$ cat config.mk
export PLATFORM = sky130hd
export DESIGN_NAME = mcs_chain
export DESIGN_NICKNAME = d
export VERILOG_FILES = /design/src/mcs_sync_bits.sv /design/src/mcs_chain.sv
export SDC_FILE = /design/constraint.sdc
export NUM_CORES = 1
export LEC_CHECK = 0
export BUFFER_PORTS_ARGS = -buffer_cell sky130_fd_sc_hd__clkbuf_2
export CAP_MARGIN = 20
export CORE_MARGIN = 3
export CORE_UTILIZATION = 35
export DETAILED_ROUTE_END_ITERATION = 8
export PLACE_DENSITY = 0.64
export SETUP_SLACK_MARGIN = 0.15
export SYNTH_ARGS = -nofsm -noshare
export SYNTH_HDL_FRONTEND = slang
export SYNTH_HIERARCHICAL = 1
export SYNTH_SLANG_ARGS = --single-unit
$ cat constraint.sdc
create_clock -name clk_sys -period 3.27 [get_ports clk_sys]
set_input_delay 0.654 -clock clk_sys [delete_from_list [all_inputs] [get_ports clk_sys]]
set_output_delay 0.654 -clock clk_sys [all_outputs]
set_load 0.01 [all_outputs]
$ cat src/mcs_sync_bits.sv
// clock-chain constants package and the pin synchroniser module
`timescale 1ns/1ns

package mcs_pkg;
    localparam int          ADDR_W            = 4;
    localparam int          DATA_W            = 32;
    localparam int          NUM_CHAN          = 12;
    localparam int          SLOT_W            = 3;
    localparam int          SLOT_CFGS         = 4;
    localparam int          CNT_W             = 8;
    localparam int          PULSE_CNT_W       = 4;
    // register offsets
    localparam logic [3:0]  REG_CTRL          = 4'h0;
    localparam logic [3:0]  REG_CLKSEL        = 4'h4;
    localparam logic [3:0]  REG_STATUS        = 4'h8;
    // control register fields
    localparam int          CTRL_INIT_BIT     = 0;
    localparam int          CTRL_LVDS_BIT     = 1;
    localparam int          CTRL_CLR_BIT      = 2;
    localparam int          CTRL_SYNC_BIT     = 3;
    // status register fields
    localparam int          STAT_SLOT_LSB     = 0;
    localparam int          STAT_SLOT_OK_BIT  = 4;
    localparam int          STAT_CLK_BIT      = 5;
    localparam int          STAT_SYNC_BIT     = 6;
    localparam int          STAT_CNT_LSB      = 8;
    // values after reset
    localparam logic        CTRL_INIT_RESET   = 1'b0;
    localparam logic        CTRL_LVDS_RESET   = 1'b0;
    localparam logic        CTRL_CLR_RESET    = 1'b0;
    localparam logic [11:0] CLKSEL_RESET      = 12'h000;
    // sync pulse sent down the chain by an initiator
    localparam int          CLK_PERIOD_NS     = 10;
    localparam int          SYNC_PULSE_NS     = 100;
    localparam int          SYNC_PULSE_CYCLES =
        (SYNC_PULSE_NS + CLK_PERIOD_NS - 1) / CLK_PERIOD_NS;
    localparam logic [3:0]  SYNC_PULSE_LOAD   = 4'(SYNC_PULSE_CYCLES - 1);
endpackage

module mcs_sync_bits #(
    parameter int W = 1
) (
    // clock and reset
    input  wire logic         clk_sys,
    input  wire logic         rst_b,
    // asynchronous inputs and their synchronised copies
    input  wire logic [W-1:0] async_in,
    output logic      [W-1:0] sync_out
);
    logic [W-1:0] meta;

    // first stage feeds only the second stage
    always_ff @(posedge clk_sys) begin
        if (!rst_b) begin
            meta     <= '0;
            sync_out <= '0;
        end else begin
            meta     <= async_in;
            sync_out <= meta;
        end
    end
endmodule

$ cat src/mcs_chain.sv
// multiboard clock and sync chain: pin repeaters, channel clock select, sync fan-out
//
// Functional notes
// - decode three-bit slot switch; settings 0..3 valid, 4..7 select nothing
// - initiator sends internal sample clock out; target copies received clock
// - initiator sends software sync out; target repeats received sync
// - software bit selects TTL or LVDS signalling on clock and sync inputs
// - TTL uses positive lines only; negative outputs held inactive
// - software designates the board initiator or target
// - only software-selected channels take the external clock; others internal
// - on a target every channel answers a received sync pulse
// - a sync event starts all converters in the same cycle
// - every initiator sync pulse starts the board's synchronisation sequence
// - received sync may clear the input data buffers on targets
`timescale 1ns/1ns

module mcs_chain (
    // clock and reset
    input  wire logic                 clk_sys,
    input  wire logic                 rst_b,
    // register port
    input  wire logic [3:0]           addr,
    input  wire logic [31:0]          wdata,
    input  wire logic                 wr,
    input  wire logic                 rd,
    output logic      [31:0]          rdata,
    // slot switch
    input  wire logic [2:0]           slot_switch,
    output logic      [3:0]           slot_enable,
    // local rate generator
    input  wire logic                 int_sample_clk,
    // chain inputs
    input  wire logic                 chain_clock_in_pos,
    input  wire logic                 chain_clock_in_neg,
    input  wire logic                 chain_sync_in_pos,
    input  wire logic                 chain_sync_in_neg,
    // chain outputs
    output logic                      chain_clock_out_pos,
    output logic                      chain_clock_out_neg,
    output logic                      chain_sync_out_pos,
    output logic                      chain_sync_out_neg,
    // channel side
    output logic      [11:0]          chan_ext_clk_en,
    output logic      [11:0]          chan_clk,
    output logic      [11:0]          chan_sync_start,
    output logic                      buffer_clear
);
    typedef enum logic [1:0] {
        MCS_IDLE  = 2'b01,
        MCS_DRIVE = 2'b10
    } mcs_pulse_type;

    localparam int CNT_W_L = mcs_pkg::CNT_W;

    mcs_pulse_type          pulse_state;
    logic [3:0]             pulse_cnt;
    logic                   ctrl_init;
    logic                   ctrl_lvds;
    logic                   ctrl_clr;
    logic [11:0]            clksel;
    logic [CNT_W_L-1:0]     sync_count;
    logic                   sync_prev;
    logic [6:0]             pin_sync;
    logic                   rx_clk;
    logic                   rx_sync;
    logic                   target_rise;
    logic                   sw_cmd;
    logic                   sync_event;
    logic                   ctrl_wr;
    logic                   slot_ok;
    logic [3:0]             slot_dec;

    // slot decode, shared by status and the enable output
    function automatic logic [3:0] slot_decode(input logic [2:0] sel);
        logic [3:0] onehot;
        onehot = 4'h0;
        if (sel < 3'(mcs_pkg::SLOT_CFGS)) begin
            onehot[sel[1:0]] = 1'b1;
        end
        return onehot;
    endfunction

    mcs_sync_bits #(
        .W (7)
    ) u_pins (
        .clk_sys  (clk_sys),
        .rst_b    (rst_b),
        .async_in ({slot_switch, chain_sync_in_neg, chain_sync_in_pos,
                    chain_clock_in_neg, chain_clock_in_pos}),
        .sync_out (pin_sync)
    );

    always_comb begin
        if (ctrl_lvds) begin
            rx_clk  = pin_sync[0] & ~pin_sync[1];
            rx_sync = pin_sync[2] & ~pin_sync[3];
        end else begin
            rx_clk  = pin_sync[0];
            rx_sync = pin_sync[2];
        end
    end

    assign slot_dec = slot_decode(pin_sync[6:4]);
    assign slot_ok  = |slot_dec;

    assign ctrl_wr = wr && (addr == mcs_pkg::REG_CTRL);
    assign sw_cmd  = ctrl_wr && wdata[mcs_pkg::CTRL_SYNC_BIT] && ctrl_init;

    assign target_rise = rx_sync && !sync_prev;

    assign sync_event = ctrl_init ? sw_cmd : target_rise;

    always_ff @(posedge clk_sys) begin
        if (!rst_b) begin
            sync_prev <= 1'b0;
        end else begin
            sync_prev <= rx_sync;
        end
    end

    always_ff @(posedge clk_sys) begin
        if (!rst_b) begin
            ctrl_init <= mcs_pkg::CTRL_INIT_RESET;
            ctrl_lvds <= mcs_pkg::CTRL_LVDS_RESET;
            ctrl_clr  <= mcs_pkg::CTRL_CLR_RESET;
        end else if (ctrl_wr) begin
            ctrl_init <= wdata[mcs_pkg::CTRL_INIT_BIT];
            ctrl_lvds <= wdata[mcs_pkg::CTRL_LVDS_BIT];
            ctrl_clr  <= wdata[mcs_pkg::CTRL_CLR_BIT];
        end
    end

    always_ff @(posedge clk_sys) begin
        if (!rst_b) begin
            clksel <= mcs_pkg::CLKSEL_RESET;
        end else if (wr && (addr == mcs_pkg::REG_CLKSEL)) begin
            clksel <= wdata[11:0];
        end
    end

    // data only in the cycle after the read strobe
    always_ff @(posedge clk_sys) begin
        if (!rst_b) begin
            rdata <= 32'h0000_0000;
        end else if (rd) begin
            case (addr)
                mcs_pkg::REG_CTRL: begin
                    rdata <= {29'h0, ctrl_clr, ctrl_lvds, ctrl_init};
                end
                mcs_pkg::REG_CLKSEL: begin
                    rdata <= {20'h0, clksel};
                end
                mcs_pkg::REG_STATUS: begin
                    rdata <= {16'h0, sync_count, 1'b0, rx_sync, rx_clk, slot_ok, slot_dec};
                end
                default: begin
                    rdata <= 32'h0000_0000;
                end
            endcase
        end else begin
            rdata <= 32'h0000_0000;
        end
    end

    always_ff @(posedge clk_sys) begin
        if (!rst_b) begin
            slot_enable <= 4'h0;
        end else begin
            slot_enable <= slot_dec;
        end
    end

    // stretch so a downstream board sampling slowly still sees it
    always_ff @(posedge clk_sys) begin
        if (!rst_b) begin
            pulse_state <= MCS_IDLE;
            pulse_cnt   <= 4'h0;
        end else begin
            case (pulse_state)
                MCS_IDLE: begin
                    if (sw_cmd) begin
                        pulse_state <= MCS_DRIVE;
                        pulse_cnt   <= mcs_pkg::SYNC_PULSE_LOAD;
                    end
                end
                MCS_DRIVE: begin
                    if (sw_cmd) begin
                        pulse_cnt <= mcs_pkg::SYNC_PULSE_LOAD;
                    end else if (!ctrl_init || pulse_cnt == 4'h1) begin
                        pulse_state <= MCS_IDLE;
                        pulse_cnt   <= 4'h0;
                    end else begin
                        pulse_cnt <= pulse_cnt - 4'h1;
                    end
                end
                default: begin
                    pulse_state <= MCS_IDLE;
                    pulse_cnt   <= 4'h0;
                end
            endcase
        end
    end

    always_ff @(posedge clk_sys) begin
        if (!rst_b) begin
            chain_clock_out_pos <= 1'b0;
            chain_clock_out_neg <= 1'b0;
            chain_sync_out_pos  <= 1'b0;
            chain_sync_out_neg  <= 1'b0;
        end else begin
            chain_clock_out_pos <= ctrl_init ? int_sample_clk : rx_clk;
            chain_sync_out_pos  <= ctrl_init ? (sw_cmd || pulse_state == MCS_DRIVE) : rx_sync;
            chain_clock_out_neg <= ctrl_lvds && !(ctrl_init ? int_sample_clk : rx_clk);
            chain_sync_out_neg  <= ctrl_lvds &&
                                   !(ctrl_init ? (sw_cmd || pulse_state == MCS_DRIVE) : rx_sync);
        end
    end

    generate
        for (genvar i = 0; i < mcs_pkg::NUM_CHAN; i++) begin : g_chan
            always_ff @(posedge clk_sys) begin
                if (!rst_b) begin
                    chan_clk[i]        <= 1'b0;
                    chan_ext_clk_en[i] <= 1'b0;
                end else begin
                    chan_clk[i]        <= clksel[i] ? rx_clk : int_sample_clk;
                    chan_ext_clk_en[i] <= clksel[i];
                end
            end
        end
    endgenerate

    always_ff @(posedge clk_sys) begin
        if (!rst_b) begin
            chan_sync_start <= 12'h000;
            buffer_clear    <= 1'b0;
            sync_count      <= '0;
        end else begin
            chan_sync_start <= {12{sync_event}};
            buffer_clear    <= target_rise && !ctrl_init && ctrl_clr;
            if (sync_event) begin
                sync_count <= sync_count + 8'h01;
            end
        end
    end
endmodule

=== Yosys cells after proc, flatten, opt, wreduce, memory -nomap -nowiden ===
Cells that the tools add are included.

* Output and inout bits: 77
* Bits of input ports: 48
* Word-level logic and storage cells: 108
* Flip-flop bits (word level): 110

* Reductions and logical operators: 20
* Equality and inequality tests: 8
* Multiplexer cells: 29
* Bitwise logic cells: 4
* Order comparisons: 3
* $add $sub $neg: 2

{| class="wikitable"
|+ Operators with widths
! cell !! count
|-
| $pmux 16 s3 || 1
|-
| $mux 1 || 18
|-
| $mux 4 || 4
|-
| $logic_and 1x1->1 || 10
|-
| $add 8x1->8 const B || 1
|-
| $pmux 4 s2 || 1
|-
| $mux 2 || 3
|-
| $ne 2x2->1 const B || 3
|-
| $eq 4x1->1 const B || 1
|-
| $eq 4x3->1 const B || 1
|-
| $eq 4x4->1 const B || 1
|-
| $logic_not 1->1 || 4
|-
| $logic_not 4->1 || 1
|-
| $pmux 2 s2 || 1
|-
| $reduce_or 4->1 || 1
|-
| $sub 4x1->4 const B || 1
|-
| $lt 2x3->1 const B || 1
|-
| $lt 3x3->1 const B || 1
|-
| $reduce_and 3->1 || 1
|-
| $and 1x1->1 || 2
|-
| $demux 1 s2 || 1
|-
| $eq 2x1->1 const B || 1
|-
| $eq 2x2->1 const B || 1
|-
| $ge 2x1->1 const B || 1
|-
| 3 further kinds || 5
|}

=== Longest topological paths before layout ===
* Depth in word-level cells: 8
* Gate-level depth with buffers: 7
* Mapped depth without buffers: 6

=== Hierarchy ===
The synthesis kept the hierarchy.

{| class="wikitable"
|+ Modules (own cells, without submodules)
! module !! sequential area each (um2) !! area an instance (um2) !! cells each !! times used
|-
| mcs_chain || 1,601.5 || 3,145.5 || 338 || 1
|-
| mcs_sync_bits || 280.3 || 391.6 || 29 || 1
|}

=== Worst setup path after synthesis ===
Ideal clock, no wire load.

* Path type: in2reg
* Start: input port addr[1]
* End: register ctrl_clr
* Library setup time: 0.128 ns
* Arrival time: 1.931 ns
* Setup slack: 1.211 ns
* Stages on the path: 6
* Required time: 3.142 ns
* Path buffers: 2
* Path through: or3_1 > buf_2 > or3b_2 > clkbuf_1 > mux2i_1 > nor2_1

* Cells in the longest elaborated chain, start to end: 2

{| class="wikitable"
|+ RTL lines
! what !! line !! RTL
|-
| from (decl) || mcs_chain.sv:22 || <nowiki>input wire logic [3:0] addr,</nowiki>
|-
| $logic_not 4->1 || mcs_chain.sv:106 || <nowiki>assign ctrl_wr = wr && (addr == mcs_pkg::REG_CTRL);</nowiki>
|-
| $logic_and 1x1->1 || mcs_chain.sv:106 ||
|-
| to (signal assigned) || mcs_chain.sv:125 || <nowiki>ctrl_clr <= mcs_pkg::CTRL_CLR_RESET;</nowiki>
|-
| to (signal assigned) || mcs_chain.sv:129 || <nowiki>ctrl_clr <= wdata[mcs_pkg::CTRL_CLR_BIT];</nowiki>
|-
| to (decl) || mcs_chain.sv:59 || <nowiki>logic ctrl_clr;</nowiki>
|}

No other way between the ends.
A chain may end at the register's enable or synchronous reset.

=== Worst setup path in the final report ===
* Start: input port addr[1]
* End: register sync_count[7]

* Cells in the longest elaborated chain, start to end: 5

{| class="wikitable"
|+ RTL lines
! what !! line !! RTL
|-
| $logic_not 4->1 || mcs_chain.sv:106 ||
|-
| $logic_and 1x1->1 || mcs_chain.sv:106 ||
|-
| $logic_and 1x1->1 (2 in a row) || mcs_chain.sv:107 || <nowiki>assign sw_cmd = ctrl_wr && wdata[mcs_pkg::CTRL_SYNC_BIT] && ctrl_init;</nowiki>
|-
| $mux 1 || mcs_chain.sv:111 || <nowiki>assign sync_event = ctrl_init ? sw_cmd : target_rise;</nowiki>
|-
| to (signal assigned) || mcs_chain.sv:242 || <nowiki>sync_count <= sync_count + 8'h01;</nowiki>
|-
| to (decl) || mcs_chain.sv:61 || <nowiki>logic [CNT_W_L-1:0] sync_count;</nowiki>
|}

No other way between the ends.

==> impl_metrics.json <==
{
  "min_period_ns": 2.02,
  "hold_class": "register to register",
  "synth_cell_type_count": 42,
  "synth_warnings": 6,
  "htree_levels": 3,
  "report.final.slew_viol_count": 0,
  "grt_overflow": 0,
  "dp_cells": 563,
  "placed_cell_area_mm2": 0.00395,
  "die_h_um": 107,
  "hold_end": "u_pins/sync_out[2]",
  "r2r_slack_ns": 1.32,
  "synth.top_cell.area_share": 0.532,
  "reg2reg_from": "ctrl_lvds",
  "synth_seq_cells": 94,
  "setup_viol": 0,
  "cts_sinks": 94,
  "synth-edff-count": 0,
  "ctsResizeCount": 0,
  "synth_area_leaders": "dfxtp_1, mux2i_1, buf_4, and2_1, nor2_1",
  "status": "finished, final reports clean",
  "maxSlewHeadroom": 0.608,
  "ant_nets": 0,
  "wire_per_inst_um": 12.8,
  "synthFlopType": "dfxtp_1",
  "hold_depth": 1,
  "cp.arrival_ns": 2.30,
  "final_cell_area_mm2": 0.00420,
  "post-route-drc-count": 0,
  "die_area_mm2": 0.0113,
  "post-route-util": 0.428,
  "power.density_cell_area_mw_per_mm2": 524,
  "synthCells": 367,
  "clock.fmax_ghz": 0.496,
  "final_common_cell": "dfxtp_1",
  "finalWirelength_mm": 7.42,
  "fin_cells": 580,
  "diodes": 0,
  "tightest_slew_ns": 0.582,
  "pin_count": 125,
  "area_growth_pct": 18.8,
  "finalCritPeriodShare": 0.616,
  "first_global_vias": 2420,
  "cts_tree": "built",
  "hpwl_mm": 5.55,
  "critPathRequiredTime_ns": 3.55,
  "rr_worst_depth": 5,
  "finalHoldViolCount": 0,
  "layout_common_cells": "dfxtp_1, clkbuf_2, nor2_1",
  "p_leak_nw": 1.82,
  "drive_above_1_share": 0.273,
  "worst_slack_ns": 1.25,
  "antenna_found_initial": 0,
  "holdWs_ns": 0.437,
  "rows": 36,
  "r2r_end": "sync_count[7]",
  "portBuffers": 88,
  "finClkSkew_ns": 0.0120,
  "initial_core_util": 0.360,
  "dr.pass1.iters": 4,
  "gp_congestion": 0.867,
  "pre_cts_ws_ns": 0.866,
  "core_area_mm2": 0.00982,
  "synth_top_cell_by_area": "dfxtp_1",
  "min_from": "u_pins/meta[2]",
  "die_width_um": 107,
  "maxCapViolCount": 0,
  "grt_max_degree": 43,
  "peakVddDrop_uv": 301,
  "vias": 2658,
  "via_per_inst": 4.58,
  "synth_area_per_cell_um2": 9.64,
  "root_buffer": "clkbuf_8",
  "clockBufferDepth": 2,
  "final.setup.tns_ns": 0,
  "cp-end-kind": "register",
  "ctsHoldBuffers": 0,
  "clk_pin_slew_worst_paths_ns": 0.08,
  "clkLatencyLatePin_ns": 0.36,
  "cts_buffers": 9,
  "post-cts-setup-buffers": 0,
  "start_kind": "primary input",
  "grt_pass1_wl_mm": 11.9,
  "netlist_area_mm2": 0.00354,
  "ys_seq_area_frac": 0.532,
  "crit_type": "primary input to register",
  "drtIter0Drc": 87,
  "cp_max_fo": 15,
  "grt.total_usage": 0.132,
  "total_power_mw": 2.20,
  "rsz0062_at_grt": "no",
  "fin_nets": 495,
  "async_flop_share": 0
}
logic make-up after synthesis:
logic type | share of synthesized area
adders and majority gates | 0.0177
and+or+nand+nor | 0.210
AOI/OAI and AO/OA | 0.0821
other | 0.00106
DFF | 0.532
buffers and inverters | 0.0920
muxes | 0.0623
xor gates and xnor gates | 0.00248
Yosys cell counts, types with 5 or more instances:
cell      number
buf_4         27
nor2_1        38
ha_1           5
dfxtp_1       94
a22oi_1        7
nand3_1        5
o21ai_0        7
clkbuf_1      14
and2_1        23
inv_1          9
or3_1          5
and2_2        10
a21oi_1       21
and3_1         5
mux2i_1       22
nand2_1       30
sequential cells by signal, indices dropped and copies added, names as in the netlist, 2 cells and up:
| name | count |
|---|---|
| pulse_state | 2 |
| u_pins/meta | 7 |
| clksel | 12 |
| sync_count | 8 |
| chan_ext_clk_en | 12 |
| u_pins/sync_out | 7 |
| chan_clk | 12 |
| slot_enable | 4 |
| rdata | 16 |
| pulse_cnt | 4 |
routing by layer:
layer / global-route usage / vias to the layer above / wire length, µm
met5: 0 / - / 0
met1: 0.175 / 1212 / 3320
met3: 0.0370 / 12 / 534
met2: 0.210 / 94 / 3460
li1: - / 1340 / -
met4: 0.0429 / 0 / 114
power breakdown:
group | internal [mW] | switching (mW) | total [mW] | leakage, nW
clock | 0.510 | 0.394 | 0.904 | 0.120
sequential | 1.17 | 0.0112 | 1.18 | 0.765
combinational | 0.0458 | 0.0716 | 0.117 | 0.939
worst max path at each step:
| stage | start | end | slack [ns] | cells after the start |
|---|---|---|---|---|
| after floorplan | addr[1] | ctrl_clr | 1.21 | 6 |
| after global placement | addr[1] | sync_count[7] | 0.92 | 5 |
| after detailed placement | addr[1] | sync_count[7] | 0.87 | 5 |
| after CTS | ctrl_lvds | sync_count[7] | 1.14 | 4 |
| after global routing | addr[1] | sync_count[7] | 1.20 | 6 |
| final | addr[1] | sync_count[7] | 1.25 | 6 |
worst max-delay path, stage by stage:
cell,delay (ns)
clkbuf_2,0.10
or3_1,0.48
a2bb2oi_1,0.18
buf_4,0.20
or4_1,0.52
a21oi_1,0.16
area by class of cell:
cell class,count,area (µm²)
Sequential cell,94,1880
Tap cell,133,166
Multi-Input combinational cell,233,1390
Inverter,10,37.5
Fill cell,1014,5620
Timing Repair Buffer,94,485
Clock buffer,9,124
Clock inverter,7,120
(Power assumes the default switching activity.)
